**config.mk**
```make
export PLATFORM = sky130hd
export DESIGN_NAME = fasc_final_assembly_ctx
export DESIGN_NICKNAME = d
export VERILOG_FILES = /design/src/hw/fasc_pkg.sv /design/src/hw/fasc_final_assembly_ctx.sv
export SDC_FILE = /design/constraint.sdc
export NUM_CORES = 1
export LEC_CHECK = 0
export ABC_CLOCK_PERIOD_IN_PS = 9650
export CAP_MARGIN = 30
export CORE_UTILIZATION = 31
export DETAILED_ROUTE_END_ITERATION = 8
export DONT_BUFFER_PORTS = 1
export PLACE_DENSITY_LB_ADDON = 0.25
export SETUP_SLACK_MARGIN = 0.3
export SLEW_MARGIN = 30
export SYNTH_ARGS = -nofsm -noshare
export SYNTH_HDL_FRONTEND = slang
export SYNTH_SLANG_ARGS = --single-unit
```
**constraint.sdc**
```tcl
create_clock -name clk_i -period 9.65 [get_ports clk_i]
set_clock_uncertainty 0.1 [all_clocks]
set_input_delay 0.965 -clock clk_i [delete_from_list [all_inputs] [get_ports clk_i]]
set_output_delay 0.965 -clock clk_i [all_outputs]
set_load 0.02 [all_outputs]
```
**src/hw/fasc_pkg.sv**
```systemverilog
// Function
// - each channel record is 32 bytes, packed
// - region base/end follows configured channel count
// - three-bit voice format code decode, rest reserved
// - recent period N recomputes every N+1 packets
// - table offset gives state table bits 20:12
// - signed correction added before table indexing
// - hardware keeps largest local/remote energy seen
// - zero recent tally means recent max is -78
// - silent padding energy taken from tracked maximum
// - hardware fields kept apart from software fields
package fasc_pkg;

    // ----------------------------------------
    // register map (byte addresses)
    // ----------------------------------------
    localparam logic [7:0] FASC_CFG_ADDR = 8'h00;
    localparam logic [7:0] FASC_CORR_ADDR = 8'h04;
    localparam logic [7:0] FASC_ENERGY_ADDR = 8'h08;
    localparam logic [7:0] FASC_STATUS_ADDR = 8'h0C;
    localparam logic [7:0] FASC_CHAN_ADDR = 8'h10;
    localparam logic [7:0] FASC_RECADDR_ADDR = 8'h14;
    localparam logic [5:0] FASC_PKTCNT_IDX = 6'h1E;
    localparam logic [7:0] FASC_PKTCNT_ADDR = {FASC_PKTCNT_IDX, 2'b00};

    // ----------------------------------------
    // field layouts
    // ----------------------------------------
    localparam int FASC_CFG_FMT_LSB = 0;
    localparam int FASC_CFG_PERIOD_LSB = 4;
    localparam int FASC_CFG_TOFS_LSB = 8;
    localparam int FASC_CFG_CNTSEL_LSB = 17;
    localparam int FASC_EN_MAXREM_LSB = 8;
    localparam int FASC_EN_RECENT_LSB = 16;
    localparam int FASC_EN_PAD_LSB = 24;

    // ----------------------------------------
    // record region and energy scale
    // ----------------------------------------
    localparam int FASC_REC_BYTES = 32;
    localparam int FASC_REC_SHIFT = 5;
    localparam logic [15:0] FASC_BASE_128 = 16'h1000;
    localparam logic [15:0] FASC_BASE_256 = 16'h2000;
    localparam logic [15:0] FASC_BASE_512 = 16'h4000;
    localparam logic [15:0] FASC_BASE_1023 = 16'h8000;
    localparam logic [9:0] FASC_MAXCH_128 = 10'h07F;
    localparam logic [9:0] FASC_MAXCH_256 = 10'h0FF;
    localparam logic [9:0] FASC_MAXCH_512 = 10'h1FF;
    localparam logic [9:0] FASC_MAXCH_1023 = 10'h3FF;
    localparam logic [6:0] FASC_ENERGY_FLOOR = 7'h4E;
    localparam logic [6:0] FASC_ENERGY_TOP = 7'h00;

    // ----------------------------------------
    // reset values
    // ----------------------------------------
    localparam logic [31:0] FASC_CFG_RESET = 32'h0000_0000;
    localparam logic [15:0] FASC_CORR_RESET = 16'h0000;

    typedef enum logic [2:0] {
        FASC_FMT_PCM = 3'h0,
        FASC_FMT_ADPCM_40K = 3'h1,
        FASC_FMT_ADPCM_32K = 3'h2,
        FASC_FMT_ADPCM_24K = 3'h3,
        FASC_FMT_ADPCM_16K = 3'h4,
        FASC_FMT_PCM_MISALIGNED = 3'h5
    } fasc_fmt_e;

    localparam logic [1:0] FASC_RESP_OKAY = 2'h0;
    localparam logic [1:0] FASC_RESP_SLVERR = 2'h2;

endpackage

```
**src/hw/fasc_final_assembly_ctx.sv**
```systemverilog
`timescale 1ns/1ps
`default_nettype none
module fasc_final_assembly_ctx
    import fasc_pkg::*;
(
    input wire logic clk_i,
    input wire logic rst_i,
    input wire logic ce_i,
    // axi4-lite slave
    input wire logic [7:0] s_axi_awaddr_i,
    input wire logic s_axi_awvalid_i,
    output logic s_axi_awready_o,
    input wire logic [31:0] s_axi_wdata_i,
    input wire logic [3:0] s_axi_wstrb_i,
    input wire logic s_axi_wvalid_i,
    output logic s_axi_wready_o,
    output logic [1:0] s_axi_bresp_o,
    output logic s_axi_bvalid_o,
    input wire logic s_axi_bready_i,
    input wire logic [7:0] s_axi_araddr_i,
    input wire logic s_axi_arvalid_i,
    output logic s_axi_arready_o,
    output logic [31:0] s_axi_rdata_o,
    output logic [1:0] s_axi_rresp_o,
    output logic s_axi_rvalid_o,
    input wire logic s_axi_rready_i,
    // measured energy stream from the assembly path
    input wire logic energy_valid_i,
    input wire logic energy_remote_i,
    input wire logic [6:0] energy_i,
    input wire logic packet_end_i,
    // state table lookup, decoded format and record address
    output logic [20:0] table_addr_o,
    output logic table_addr_valid_o,
    output logic [2:0] voice_format_code_o,
    output logic format_adpcm_o,
    output logic format_reserved_o,
    output logic [15:0] record_addr_o
);

    // ----------------------------------------
    // registers
    // ----------------------------------------
    logic [2:0] fmt_reg;
    logic [3:0] period_reg;
    logic [8:0] tofs_reg;
    logic [1:0] cntsel_reg;
    logic [7:0] corr_local_reg;
    logic [7:0] corr_remote_reg;
    logic [6:0] max_local_reg;
    logic [6:0] max_remote_reg;
    logic [6:0] recent_max_reg;
    logic [6:0] pad_reg;
    logic [3:0] recent_packet_tally_reg;
    logic [6:0] pkt_local_reg;
    logic [9:0] chan_reg;
    logic [15:0] pkt_count_reg;

    logic aw_full_reg;
    logic [7:0] aw_addr_reg;
    logic w_full_reg;
    logic [31:0] w_data_reg;
    logic [3:0] w_strb_reg;
    logic bvalid_reg;
    logic [1:0] bresp_reg;
    logic rvalid_reg;
    logic [31:0] rdata_reg;
    logic [1:0] rresp_reg;

    function automatic logic [6:0] louder(input logic [6:0] a,
                                          input logic [6:0] b);
        louder = (a < b) ? a : b;
    endfunction

    function automatic logic [31:0] merge(input logic [31:0] old_v,
                                          input logic [31:0] new_v,
                                          input logic [3:0] strb);
        logic [31:0] r;
        r = old_v;
        for (int i = 0; i < 4; i++) begin
            if (strb[i]) begin
                r[i*8 +: 8] = new_v[i*8 +: 8];
            end
        end
        merge = r;
    endfunction

    // ----------------------------------------
    // format decode
    // ----------------------------------------
    logic fmt_known;
    always_comb begin
        fmt_known = 1'b1;
        unique case (fmt_reg)
            FASC_FMT_PCM, FASC_FMT_ADPCM_40K, FASC_FMT_ADPCM_32K,
            FASC_FMT_ADPCM_24K, FASC_FMT_ADPCM_16K,
            FASC_FMT_PCM_MISALIGNED: fmt_known = 1'b1;
            default: fmt_known = 1'b0;
        endcase
    end
    assign voice_format_code_o = fmt_reg;
    assign format_reserved_o = ~fmt_known;
    assign format_adpcm_o = fmt_known && (fmt_reg != FASC_FMT_PCM) &&
                            (fmt_reg != FASC_FMT_PCM_MISALIGNED);

    // ----------------------------------------
    // record placement
    // ----------------------------------------
    logic [15:0] rec_base;
    logic [9:0] rec_max;
    logic [9:0] chan_eff;
    always_comb begin
        unique case (cntsel_reg)
            2'h0: begin
                rec_base = FASC_BASE_128;
                rec_max = FASC_MAXCH_128;
            end
            2'h1: begin
                rec_base = FASC_BASE_256;
                rec_max = FASC_MAXCH_256;
            end
            2'h2: begin
                rec_base = FASC_BASE_512;
                rec_max = FASC_MAXCH_512;
            end
            default: begin
                rec_base = FASC_BASE_1023;
                rec_max = FASC_MAXCH_1023;
            end
        endcase
        // out-of-range channels pin to the last record of the region
        chan_eff = (chan_reg > rec_max) ? rec_max : chan_reg;
    end
    // 32-byte records back to back
    always_ff @(posedge clk_i) begin
        if (rst_i) begin
            record_addr_o <= 16'h0000;
        end else if (ce_i) begin
            record_addr_o <= rec_base +
                ({6'h00, chan_eff} << FASC_REC_SHIFT);
        end
    end

    // ----------------------------------------
    // energy correction and table lookup
    // ----------------------------------------
    logic [7:0] corr_sel;
    logic signed [8:0] corr_sum;
    logic [6:0] corr_idx;
    // reserved formats are never processed; sample_ok drops samples while fmt_known is low
    logic sample_ok;
    assign sample_ok = energy_valid_i && fmt_known;
    always_comb begin
        corr_sel = energy_remote_i ? corr_remote_reg : corr_local_reg;
        corr_sum = $signed({2'b00, energy_i}) +
                   $signed({corr_sel[7], corr_sel});
        if (corr_sum < 0) begin
            corr_idx = FASC_ENERGY_TOP;
        end else if (corr_sum > $signed({2'b00, FASC_ENERGY_FLOOR})) begin
            corr_idx = FASC_ENERGY_FLOOR;
        end else begin
            corr_idx = corr_sum[6:0];
        end
    end
    always_ff @(posedge clk_i) begin
        if (rst_i) begin
            table_addr_o <= 21'h000000;
            table_addr_valid_o <= 1'b0;
        end else if (ce_i) begin
            table_addr_valid_o <= sample_ok;
            if (sample_ok) begin
                table_addr_o <= {tofs_reg, 4'h0, energy_remote_i,
                                 corr_idx};
            end
        end
    end

    // ----------------------------------------
    // axi write path
    // ----------------------------------------
    logic do_write;
    logic [31:0] wval;
    assign s_axi_awready_o = ce_i && !aw_full_reg;
    assign s_axi_wready_o = ce_i && !w_full_reg;
    assign do_write = ce_i && aw_full_reg && w_full_reg && !bvalid_reg;
    assign s_axi_bvalid_o = bvalid_reg;
    assign s_axi_bresp_o = bresp_reg;

    always_ff @(posedge clk_i) begin
        if (rst_i) begin
            aw_full_reg <= 1'b0;
            aw_addr_reg <= 8'h00;
            w_full_reg <= 1'b0;
            w_data_reg <= 32'h0000_0000;
            w_strb_reg <= 4'h0;
            bvalid_reg <= 1'b0;
            bresp_reg <= FASC_RESP_OKAY;
        end else if (ce_i) begin
            if (s_axi_awvalid_i && !aw_full_reg) begin
                aw_full_reg <= 1'b1;
                aw_addr_reg <= s_axi_awaddr_i;
            end else if (do_write) begin
                aw_full_reg <= 1'b0;
            end
            if (s_axi_wvalid_i && !w_full_reg) begin
                w_full_reg <= 1'b1;
                w_data_reg <= s_axi_wdata_i;
                w_strb_reg <= s_axi_wstrb_i;
            end else if (do_write) begin
                w_full_reg <= 1'b0;
            end
            if (do_write) begin
                bvalid_reg <= 1'b1;
                unique case ({aw_addr_reg[7:2], 2'b00})
                    FASC_CFG_ADDR, FASC_CORR_ADDR, FASC_ENERGY_ADDR,
                    FASC_STATUS_ADDR, FASC_CHAN_ADDR, FASC_RECADDR_ADDR,
                    FASC_PKTCNT_ADDR: bresp_reg <= FASC_RESP_OKAY;
                    default: bresp_reg <= FASC_RESP_SLVERR;
                endcase
            end else if (s_axi_bready_i) begin
                bvalid_reg <= 1'b0;
            end
        end
    end

    logic wr_cfg;
    logic wr_corr;
    logic wr_energy;
    logic wr_chan;
    always_comb begin
        wr_cfg = do_write && (aw_addr_reg[7:2] == FASC_CFG_ADDR[7:2]);
        wr_corr = do_write && (aw_addr_reg[7:2] == FASC_CORR_ADDR[7:2]);
        wr_energy = do_write &&
                    (aw_addr_reg[7:2] == FASC_ENERGY_ADDR[7:2]);
        wr_chan = do_write && (aw_addr_reg[7:2] == FASC_CHAN_ADDR[7:2]);
    end

    logic [31:0] cfg_word;
    logic [31:0] corr_word;
    logic [31:0] energy_word;
    always_comb begin
        cfg_word = 32'h0000_0000;
        cfg_word[FASC_CFG_FMT_LSB +: 3] = fmt_reg;
        cfg_word[FASC_CFG_PERIOD_LSB +: 4] = period_reg;
        cfg_word[FASC_CFG_TOFS_LSB +: 9] = tofs_reg;
        cfg_word[FASC_CFG_CNTSEL_LSB +: 2] = cntsel_reg;
        corr_word = {16'h0000, corr_remote_reg, corr_local_reg};
        energy_word = 32'h0000_0000;
        energy_word[6:0] = max_local_reg;
        energy_word[FASC_EN_MAXREM_LSB +: 7] = max_remote_reg;
        energy_word[FASC_EN_RECENT_LSB +: 7] = recent_max_reg;
        energy_word[FASC_EN_PAD_LSB +: 7] = pad_reg;
    end
    assign wval = merge(wr_corr ? corr_word : wr_chan ?
                        {22'h000000, chan_reg} : cfg_word,
                        w_data_reg, w_strb_reg);

    // ---- software configuration fields
    always_ff @(posedge clk_i) begin
        if (rst_i) begin
            fmt_reg <= FASC_CFG_RESET[FASC_CFG_FMT_LSB +: 3];
            period_reg <= FASC_CFG_RESET[FASC_CFG_PERIOD_LSB +: 4];
            tofs_reg <= FASC_CFG_RESET[FASC_CFG_TOFS_LSB +: 9];
            cntsel_reg <= FASC_CFG_RESET[FASC_CFG_CNTSEL_LSB +: 2];
            corr_local_reg <= FASC_CORR_RESET[7:0];
            corr_remote_reg <= FASC_CORR_RESET[15:8];
            chan_reg <= 10'h000;
        end else if (ce_i) begin
            if (wr_cfg) begin
                fmt_reg <= wval[FASC_CFG_FMT_LSB +: 3];
                period_reg <= wval[FASC_CFG_PERIOD_LSB +: 4];
                tofs_reg <= wval[FASC_CFG_TOFS_LSB +: 9];
                cntsel_reg <= wval[FASC_CFG_CNTSEL_LSB +: 2];
            end
            if (wr_corr) begin
                {corr_remote_reg, corr_local_reg} <= wval[15:0];
            end
            if (wr_chan) begin
                chan_reg <= wval[9:0];
            end
        end
    end

    // ----------------------------------------
    // hardware-tracked energies
    // ----------------------------------------
    logic local_hit;
    logic remote_hit;
    logic [6:0] cur_pkt;
    logic [6:0] recent_eff;
    logic [6:0] recent_new;
    logic [31:0] ew;
    always_comb begin
        local_hit = sample_ok && !energy_remote_i;
        remote_hit = sample_ok && energy_remote_i;
        cur_pkt = local_hit ? louder(pkt_local_reg, energy_i)
                            : pkt_local_reg;
        // a fresh period starts from silence, not from stale contents
        recent_eff = (recent_packet_tally_reg == 4'h0) ?
                     FASC_ENERGY_FLOOR : recent_max_reg;
        recent_new = louder(recent_eff, cur_pkt);
        ew = merge(energy_word, w_data_reg, w_strb_reg);
    end

    // ---- software may clear max fields; a same-cycle sample still counts
    always_ff @(posedge clk_i) begin
        if (rst_i) begin
            max_local_reg <= FASC_ENERGY_FLOOR;
            max_remote_reg <= FASC_ENERGY_FLOOR;
        end else if (ce_i) begin
            if (wr_energy && local_hit) begin
                max_local_reg <= louder(ew[6:0], energy_i);
            end else if (wr_energy) begin
                max_local_reg <= ew[6:0];
            end else if (local_hit) begin
                max_local_reg <= louder(max_local_reg, energy_i);
            end
            if (wr_energy && remote_hit) begin
                max_remote_reg <= louder(ew[FASC_EN_MAXREM_LSB +: 7],
                                         energy_i);
            end else if (wr_energy) begin
                max_remote_reg <= ew[FASC_EN_MAXREM_LSB +: 7];
            end else if (remote_hit) begin
                max_remote_reg <= louder(max_remote_reg, energy_i);
            end
        end
    end

    // ---- recent period bookkeeping; these fields ignore bus writes
    always_ff @(posedge clk_i) begin
        if (rst_i) begin
            pkt_local_reg <= FASC_ENERGY_FLOOR;
            recent_max_reg <= FASC_ENERGY_FLOOR;
            recent_packet_tally_reg <= 4'h0;
            pad_reg <= FASC_ENERGY_FLOOR;
            pkt_count_reg <= 16'h0000;
        end else if (ce_i) begin
            if (packet_end_i) begin
                pkt_local_reg <= FASC_ENERGY_FLOOR;
                pkt_count_reg <= pkt_count_reg + 16'h0001;
                recent_max_reg <= recent_new;
                if (recent_packet_tally_reg >= period_reg) begin
                    pad_reg <= recent_new;
                    recent_packet_tally_reg <= 4'h0;
                end else begin
                    recent_packet_tally_reg <=
                        recent_packet_tally_reg + 4'h1;
                end
            end else begin
                pkt_local_reg <= cur_pkt;
            end
        end
    end

    // ----------------------------------------
    // axi read path
    // ----------------------------------------
    logic [31:0] rmux;
    logic rhit;
    always_comb begin
        rmux = 32'h0000_0000;
        rhit = 1'b1;
        unique case ({s_axi_araddr_i[7:2], 2'b00})
            FASC_CFG_ADDR: rmux = cfg_word;
            FASC_CORR_ADDR: rmux = corr_word;
            FASC_ENERGY_ADDR: rmux = energy_word;
            FASC_STATUS_ADDR: rmux = {24'h000000, ~fmt_known, 3'h0,
                                      recent_packet_tally_reg};
            FASC_CHAN_ADDR: rmux = {22'h000000, chan_reg};
            FASC_RECADDR_ADDR: rmux = {16'h0000, record_addr_o};
            FASC_PKTCNT_ADDR: rmux = {16'h0000, pkt_count_reg};
            default: rhit = 1'b0;
        endcase
    end
    assign s_axi_arready_o = ce_i && !rvalid_reg;
    assign s_axi_rvalid_o = rvalid_reg;
    assign s_axi_rdata_o = rdata_reg;
    assign s_axi_rresp_o = rresp_reg;

    always_ff @(posedge clk_i) begin
        if (rst_i) begin
            rvalid_reg <= 1'b0;
            rdata_reg <= 32'h0000_0000;
            rresp_reg <= FASC_RESP_OKAY;
        end else if (ce_i) begin
            if (s_axi_arvalid_i && !rvalid_reg) begin
                rvalid_reg <= 1'b1;
                rdata_reg <= rmux;
                rresp_reg <= rhit ? FASC_RESP_OKAY : FASC_RESP_SLVERR;
            end else if (s_axi_rready_i) begin
                rvalid_reg <= 1'b0;
            end
        end
    end

endmodule
`default_nettype wire

```
==> run metrics, run 1 <==
starting density of the core=31.6%; Max clock buf depth=2; post-CTS setup buffer count=0; Pre-antenna DRT Iters=5; PortBufs=0; HPWL Detailed=22.8 mm; TritonCTS buffer count=17; core area=approximately 32000 sq um; Congestion Overflow GR=0; largest net degree at the start of global routing=154; pwr dens=about 160 nW/um^2; Synth Register Bits=about 190; EDFF count, synth=0; crit path capture type=flop; Worst Path Arrival=4670 ps; FMAX=approximately 0.23 GHz; post-synth top area cell=dfxtp_1; Pwr Total=around 1.7 mW; Post-Route WL=32.0 mm; Fin Setup TNS=0 ps; initial antenna violation count=0; Worst Hold Class=reg -> reg; Slew HR=39.7%; Setup Viol. Count Final=0; commonest register cell after synthesis=dfxtp_1; worst slew pin tran=between 900 and 1000 ps; CTS tree=built; outcome=complete, no violations; VDD IR max=around 140 uV; Routed Antenna Nets=0; Rows=65; Startpoint Class=input pin; hold_buf cts=0; Tcrit/Tclk final=a little under half; largest cells by area after synthesis=dfxtp_1, ha_1, a21oi_1; Sinks on Clock Net=192; vias in the first global route=8147; Syn. warnings=0; CTS root buf=clkbuf_16; Largest register FFs=30; Die H=182 um; clk slew on worst S/H paths=80 ps; Iter 0 DRT Violations=about 760; Setup CP Type=in -> reg; post-synthesis sequential area ratio=38.3%; most frequent cells in the layout=dfxtp_1, nand2_1, a21oi_1; syn_area_per_cell=about 8.4 sq um; placer congestion estimate=about 0.83; RSZ-0062 raised after global routing=false; Synth top area share=38.3%; # IOs=~150; Placed Instance Area=10300 sq um; nets=about 1.3k; WP data required=9890 ps; Routed wire per std cell=20.3 um; post_cts resized=0; Post-synth ARST share=0%; Vias/cell=5.53; final instance area=between 10000 and 15000 sq um; Layout area overhead=8.51%; Worst Path Max Fanout=8; Netlist cell types=69; P_leak=3.84 nW; leading cell type in the layout, fill and taps excluded=dfxtp_1; min Tclk post-route=~4400 ps; first-pass GRT wire length=49.3 mm; layout cells sized above 1=7.52%; H-tree depth=4; clk_lat worst skew=450 ps; fill cell count=3315; Syn Inst Count=about 1.2k; Synth Cell Area=10000 sq um; fin. max-slew vios=0; die area=33100 sq um; DRC=0; Vias=roughly 8.7k; Die W=182 um; max-cap viol count=0; GRT Util Overall=just under 20%; # diodes=0; Hold Violations, Final=0
[power by group]
group,leakage [nW],internal [mW],switching (mW)
sequential,1.56,0.811,0.0345
combinational,2.01,0.0462,0.0759
clock,0.277,0.376,0.345
total,3.84,1.23,0.456
[worst max-delay path, stage by stage]
cell and delay [ps]:
inv_1 100, ha_1 350, nand2_1 60, o21ai_0 220, o21a_1 450, mux2i_1 540
ha_1 340, a21o_1 180, a211o_1 310, o21a_1 220, or4_1 640, o221a_2 290
[final timing paths]
path                                from             to  slack [ps]  depth (start not counted)
setup / recovery             energy_i[6]     pad_reg[6]        5220                         12
hold / removal             w_strb_reg[0]  w_strb_reg[0]         360                          2
setup reg to reg  voice_format_code_o[1]     pad_reg[6]        5300                         11
hold reg to reg            w_strb_reg[0]  w_strb_reg[0]         360                          2
[synthesized netlist by cell type, types with 3 or more instances]
cell       number
nor3_1          9
nand3_1        47
a31oi_1        14
o211ai_1        4
nand2_1       152
o22ai_1         7
a211oi_1       29
buf_2          11
o21a_1         11
or3_1           5
clkbuf_1       52
nor2_1        103
a22oi_1         8
o221a_2         4
and2_1          6
a221oi_1        8
or2_2           6
a211o_1         7
and3_1          8
mux2i_1        42
a222oi_1       22
o221ai_1        3
buf_1           8
a32o_1          3
ha_1           56
a21o_1          7
mux2_2         18
o31ai_1         5
or4_1           3
o21ai_0        56
xnor2_1         7
dfxtp_1       192
nor2b_1         8
buf_4          14
xor2_1         17
a2bb2oi_1       4
nand4_1         9
nor3b_1        10
inv_1          44
a21oi_1       136
nand2b_1       11
[stage by stage]
step                      util (%)  instances  hold slack, ps  setup slack, ps
after floorplan                  -       1213             332             5370
after global placement        32.4       1539             345             4840
after detailed placement      32.4       1539             349             4780
after CTS                     34.3       1571             360             5250
after global routing          34.3       1572             373             4990
final                         34.3       1572             358             5220
[routing by layer]
metal  share of wire (%)  up-vias  global-route usage [%]
li1                    -     4224                       -
met1                  46     4147                    26.7
met2                  45      289                    30.7
met3                 6.7       33                    3.67
met4                 2.5        0                    7.19
met5                   0        -                       0
[final cells by class]
cell class	instances	area, sq um	share of cell area, %
Multi-Input combinational cell	891	5710	52.4
Clock inverter	12	126	1.16
Timing Repair Buffer	11	82.6	0.758
Tap cell	402	503	4.62
Sequential cell	192	3840	35.3
Clock buffer	20	457	4.19
Inverter	44	165	1.52
[logic make-up (layout without fill, tap and decap cells)]
family	Yosys count	after routing	synth area share, %
simple gates	392	392	18.4
xor+xnor	24	24	2.09
mux	60	60	6.21
other cells	1	13	0.0374
compound gates	344	344	22.0
buf+inv	130	87	5.60
fa+ha+maj	58	58	7.38
flops	192	192	38.3
(Power assumes the default switching activity.)
==> inputs of run 2 (changes only) <==
- ABC_CLOCK_PERIOD_IN_PS: 9650 -> 4300
- clock period: 9.65 -> 4.3 ns (I/O delays scaled with it)
==> run metrics, run 2 (synthesized netlist as in run 1, its figures left out) <==
outcome=complete, no violations; Critical Path Start=voice_format_code_o[2]; Die H=182 um (unchanged); Worst Path Max Fanout=8 (unchanged); first-pass GRT wire length=49.7 mm (+0.81%); clk_lat worst skew=450 ps (about the same); Fin Setup TNS=0 ps (unchanged); Worst Hold Class=in -> reg; Setup Viol. Count Final=0 (unchanged); max-cap viol count=0 (unchanged); WP data required=4540 ps (-5350 ps); clk slew on worst S/H paths=70 ps (about the same); Routed Antenna Nets=0 (unchanged); Layout area overhead=11.2%; Tcrit/Tclk final=87.2%; RSZ-0062 raised after global routing=false; R2R setup slack=550 ps (-4750 ps); most frequent cells in the layout=dfxtp_1, nand2_1, a21oi_1; Startpoint Class=flop; die area=33100 sq um (unchanged); Vias/cell=5.51 (-0.34%); vias in the first global route=8303 (+1.9%); VDD IR max=299 uV (+120%); Vias=8812 (+1.4%); hold depth=2 (unchanged); # diodes=0 (unchanged); nets=1312 (+2.1%); Pre-antenna DRT Iters=8 (+3); Die W=182 um (unchanged); Max clock buf depth=2 (unchanged); Worst R2R Start=voice_format_code_o[2]; Slew HR=40.9% (+1.2 points); CTS tree=built; # placed instances=1549 (+0.65%); NetSw=1.04 mW (+130%); worst slew pin tran=884 ps (-18.5 ps); CTS root buf=clkbuf_16; post-CTS setup buffer count=0 (unchanged); Routed wire per std cell=20.2 um (-0.48%); Rows=65 (unchanged); HPWL Detailed=23.4 mm (+2.7%); # IOs=154 (unchanged); Switching Share=27.2% (+0.22 points); DRC=0 (unchanged); fill cell count=3296 (-0.57%); post-route insts no fill=1599 (+1.7%); fin. max-slew vios=0 (unchanged); Post-Route WL=32.4 mm (+1.2%); FF-to-FF path depth=11 (unchanged); starting density of the core=31.6% (unchanged); crit path capture type=flop; Sinks on Clock Net=192 (unchanged); FMAX=~0.27 GHz; Hold Crit Endpoint=w_data_reg[1]; Setup CP Type=reg -> reg; min Tclk post-route=about 3700 ps; sequential share of power=49.8% (-0.3 points); TritonCTS buffer count=17 (unchanged); largest net degree at the start of global routing=132 (-14%); layout cells sized above 1=8.27% (+0.75 points); GRT Util Overall=19.8% (+0.17 points); initial antenna violation count=0 (unchanged); Reg2Reg Capture Point=pad_reg[6]; Iter 0 DRT Violations=872 (+15%); Congestion Overflow GR=0 (unchanged); PortBufs=0 (unchanged); pwr dens=342 nW/um^2 (+120%); P_leak=3.99 nW (+3.7%); Hold Violations, Final=0 (unchanged); Worst Path Arrival=3990 ps (-680 ps); Largest register FFs=30 (unchanged); min-delay src=s_axi_wdata_i[1]; core area=31700 sq um (unchanged); H-tree depth=4 (unchanged); leading cell type in the layout, fill and taps excluded=dfxtp_1; clock group share of total power=41.9% (-0.8 points); combinational share of power=8.3% (+1.1 points); placer congestion estimate=0.873 (+5.6%); final core utilization=35.2% (+0.84 points); Pint=2.78 mW (+130%)
## run 2: stage by stage
| stage | setup WS [ps] | cell area [sq um] | total power [mW] | hold WS [ps] |
|---|---|---|---|---|
| 3_5_place_dp | 204 | 10400 | 2.22 | 352 |
| 2_1_floorplan | 552 | 10100 | 2.17 | 332 |
| 3_3_place_gp | 197 | 10400 | 2.22 | 350 |
| 6_report | 551 | 11200 | 3.82 | 23.3 |
| 5_1_grt | 370 | 11200 | 3.98 | 19.1 |
| 4_1_cts | 391 | 11100 | 3.86 | 1.14 |
## run 2: cell type report
class | instances | area (sq um) | share of cell area [%]
tap | 402 | 503 | 4.51
sequential | 192 | 3840 | 34.5
clock buffer | 19 | 443 | 3.97
inverter | 44 | 165 | 1.48
timing repair buffer | 38 | 340 | 3.05
multi-input combinational | 891 | 5720 | 51.3
clock inverter | 13 | 141 | 1.27
## run 2: worst max-delay path, cell delays in order, from the launching register on
cell	delay, ps
dfxtp_1	460
nand2_1	190
nand2_1	80
nor2_1	210
o21a_2	330
mux2i_1	300
ha_1	300
a21o_1	190
a211o_1	310
o21a_1	220
or4_1	650
o221a_2	290
## run 2: worst max path at each step
stage | slack [ps] | cells after the start | endpoint
after detailed placement | 200 | 13 | pad_reg[6]
after CTS | 390 | 12 | pad_reg[6]
after global routing | 370 | 12 | pad_reg[3]
after global placement | 200 | 13 | pad_reg[2]
final | 550 | 11 | pad_reg[6]
after floorplan | 550 | 14 | pad_reg[6]
## run 2: repair_timing
action,in CTS,in global routing
gates resized for setup,0,2
endpoints found under the setup margin,0,6
hold buffers,16,0
endpoints found under the hold margin,132,0
## run 2: power groups by stage
stage,Sequential (mW),Combinational [mW],Clock (mW)
finish,1.90,0.317,1.60
global route,1.90,0.358,1.72
CTS,1.90,0.317,1.65
detailed placement,1.94,0.277,0
global placement,1.94,0.275,0
floorplan,1.91,0.256,0
## run 2: routing by layer
layer,track usage (%),vias to the layer above,part of all wire [%]
met2,30.4,299,44
met1,26.4,4181,46
met3,4.53,46,6.7
met5,0,-,0
li1,-,4286,-
met4,8.54,0,3.2
==> inputs of run 3 (changes only) <==
- ABC_AREA: default -> 1
==> run metrics, run 3 <==
outcome=complete, no violations; most common cell in the netlist=nand2_1; starting density of the core=31.4% (-0.25 points); Iter 0 DRT Violations=756 (-13%); leading cell type in the layout, fill and taps excluded=nand2_1; Slew HR=39.8% (-1.1 points); CTS root buf=clkbuf_16; combinational share of power=11.8% (+3.5 points); Post-Route WL=35.7 mm (+10%); Netlist cell types=53 (-23%); Post-synth ARST share=0% (unchanged); placer congestion estimate=0.880 (+0.87%); Top delay family on crit path=simple AND/OR/NAND/NOR gates; Worst Path Arrival=3580 ps (-410 ps); min-delay src=s_axi_wdata_i[9]; Tcrit/Tclk final=77.2% (-10 points); WP data required=4560 ps (+20 ps); WP buf/inv=2 (+2); nets=1652 (+26%); syn_area_per_cell=6.95 sq um (-17%); Setup Viol. Count Final=0 (unchanged); # diodes=0 (unchanged); min Tclk post-route=3320 ps (-431 ps); die area=35600 sq um (+7.7%); most frequent cells in the layout=nand2_1, inv_1, a21oi_1; Reg2Reg Capture Point=recent_max_reg[1]; Critical Path Start=voice_format_code_o[1]; Syn. warnings=0 (unchanged); clock group share of total power=41.1% (-0.8 points); PortBufs=0 (unchanged); Rows=68 (+4.6%); Synth Register Bits=192 (unchanged); max-cap viol count=0 (unchanged); busiest layer in global routing=met2; crit path capture type=flop; Hold Violations, Final=0 (unchanged); FMAX=0.301 GHz (+13%); largest net degree at the start of global routing=60 (-55%); Hold Crit Endpoint=w_data_reg[9]; Layout area overhead=8.90%; Die W=189 um (+3.8%); Synth top area share=35.5% (-2.8 points); pwr dens=346 nW/um^2 (+1.2%); Congestion Overflow GR=0 (unchanged); Die H=189 um (+3.8%); Worst Path Max Fanout=13 (+5); Worst Hold Class=in -> reg; first-pass GRT wire length=55.4 mm (+11%); vias in the first global route=9360 (+13%); VDD IR max=279 uV (-6.7%); layout cells sized above 1=6.77% (-1.5 points); GRT Util Overall=20.3% (+0.53 points); fin. max-slew vios=0 (unchanged); met3 global-route usage=4.73% (+0.20 points); Syn Inst Count=1557 (+30%); Synth Cell Area=10800 sq um (+7.8%); RSZ-0062 raised after global routing=false; initial antenna violation count=0 (unchanged); Largest register FFs=30 (unchanged); Placed Instance Area=11100 sq um (+7.3%); HPWL Detailed=26.0 mm (+11%); Routed Antenna Nets=0 (unchanged); CP cell instances=nand2_2 > nand2_1 > nor2_4 > nand2_1 > o21ai_0 > ha_1 > nand2_1 > nor2_1 > a211oi_1 > buf_4 > nand2_2 > nand2_1 > nand3_1 > nand2_1 > inv_1; met1 GRT Util=28.3% (+1.9 points); Sinks on Clock Net=192 (unchanged); CP peak stage delay=530 ps (-120 ps); clk slew on worst S/H paths=90 ps (+20 ps); P_leak=5.00 nW (+25%); Sequential Area=3840 sq um (unchanged); # IOs=154 (unchanged); final instance area=11800 sq um (+5.6%); post-synthesis sequential area ratio=35.5% (-2.8 points); Max clock buf depth=2 (unchanged); sequential share of power=47.2% (-2.6 points); most used cell, CP=nand2_1; FF-to-FF path depth=15 (+4); fill cell count=3745 (+14%); core area=34500 sq um (+8.6%); area of the multi-input gates=5730 sq um (+0.24%); Pint=2.82 mW (+1.6%); Vias/cell=5.09 (-7.7%); Pre-antenna DRT Iters=5 (-3); TritonCTS buffer count=17 (unchanged); commonest register cell after synthesis=dfxtp_1; worst slew pin tran=900 ps (+16.6 ps); Setup CP Type=reg -> reg; post-synth top area cell=dfxtp_1; Pwr Total=4.08 mW (+6.9%); clk_lat worst skew=460 ps (about the same); hold depth=2 (unchanged); Fin Setup TNS=0 ps (unchanged); NetSw=1.26 mW (+21%); Switching Share=30.8% (+3.6 points); Vias=10.1k (+15%); largest cells by area after synthesis=dfxtp_1, nand2_1, a21oi_1; synth cell count leaders=nand2_1, inv_1, a21oi_1; slowest CP cell=o21ai_0; Startpoint Class=flop; H-tree depth=4 (unchanged); Worst R2R Start=voice_format_code_o[1]; DRC=0 (unchanged); grt met2 use=31.1% (+0.71 points); EDFF count, synth=0 (unchanged); R2R setup slack=980 ps (+430 ps); CTS tree=built; Routed wire per std cell=17.9 um (-11%)
==> run 3: cell types whose count changed in the layout (fill, tap and decap cells not counted), sizes merged, moves of 29 or more <==
| cell | before | now |
|---|---|---|
| a211oi | 31 | 2 |
| a21oi | 136 | 200 |
| inv | 52 | 238 |
| mux2i | 42 | 0 |
| nand2 | 152 | 323 |
| o21ai | 57 | 176 |
==> run 3: worst register-to-register path, cell delays in order (launching register included) <==
cell and delay, ps:
dfxtp_1 450, nand2_2 250, nand2_1 120, nor2_4 180, nand2_1 280, o21ai_0 530
ha_1 350, nand2_1 90, nor2_1 50, a211oi_1 160, buf_4 190, nand2_2 110
nand2_1 130, nand3_1 90, nand2_1 90, inv_1 40
==> run 3: worst max path at each step <==
stage                         to  slack, ps  cells past startpoint
2_1_floorplan  recent_max_reg[1]       1020                     20
5_1_grt        recent_max_reg[2]        760                     15
3_3_place_gp   recent_max_reg[1]        930                     21
6_report       recent_max_reg[1]        980                     15
4_1_cts        recent_max_reg[1]       1040                     15
3_5_place_dp   recent_max_reg[1]        890                     20
==> run 3: cells by family (layout without fill, tap and decap cells) <==
kind of cell               count (synthesis)  count (layout)  share of synthesized area (%)
buffers and inverters                    314             282                           11.9
other                                      1              13                         0.0347
AOI/OAI and AO/OA                        464             464                           24.2
xor gates and xnor gates                   7               7                          0.567
DFF                                      192             192                           35.5
adders and majority gates                 58              58                           6.85
and+or+nand+nor                          521             521                           20.9
==> run 3: repair_timing <==
action / in CTS / in global routing
hold endpoints to repair: 67 / 0
buffers inserted: 0 / 0
hold buffers: 4 / 0
gates resized for setup: 0 / 0
==> run 3: metal layers <==
layer,vias up,share of wire (%)
met5,-,0
met4,0,1.5
met3,24,7.0
met2,294,44
met1,4719,48
li1,5097,-
==> run 3: stage by stage <==
step	setup slack, ps	util (%)	std cells	hold slack, ps
after floorplan	1020	-	1569	330
after global routing	763	34.2	1992	31.6
after CTS	1040	34.2	1992	18.1
after global placement	932	32.3	1956	348
final	982	34.2	1992	33.5
after detailed placement	890	32.3	1956	348
==> run 3: power by group through the flow <==
stage,Combinational (mW),Clock [mW],Sequential (mW)
global route,0.551,1.78,1.93
floorplan,0.384,0,1.94
global placement,0.449,0,1.97
finish,0.480,1.67,1.92
detailed placement,0.455,0,1.97
CTS,0.480,1.71,1.92
==> run 3: layout make-up <==
type                            instances  area share [%]
Clock buffer                           17            3.61
Clock inverter                         15            1.44
Inverter                              233            7.48
Multi-Input combinational cell       1063            48.7
Tap cell                              455            4.83
Sequential cell                       192            32.6
Timing Repair Buffer                   17            1.32
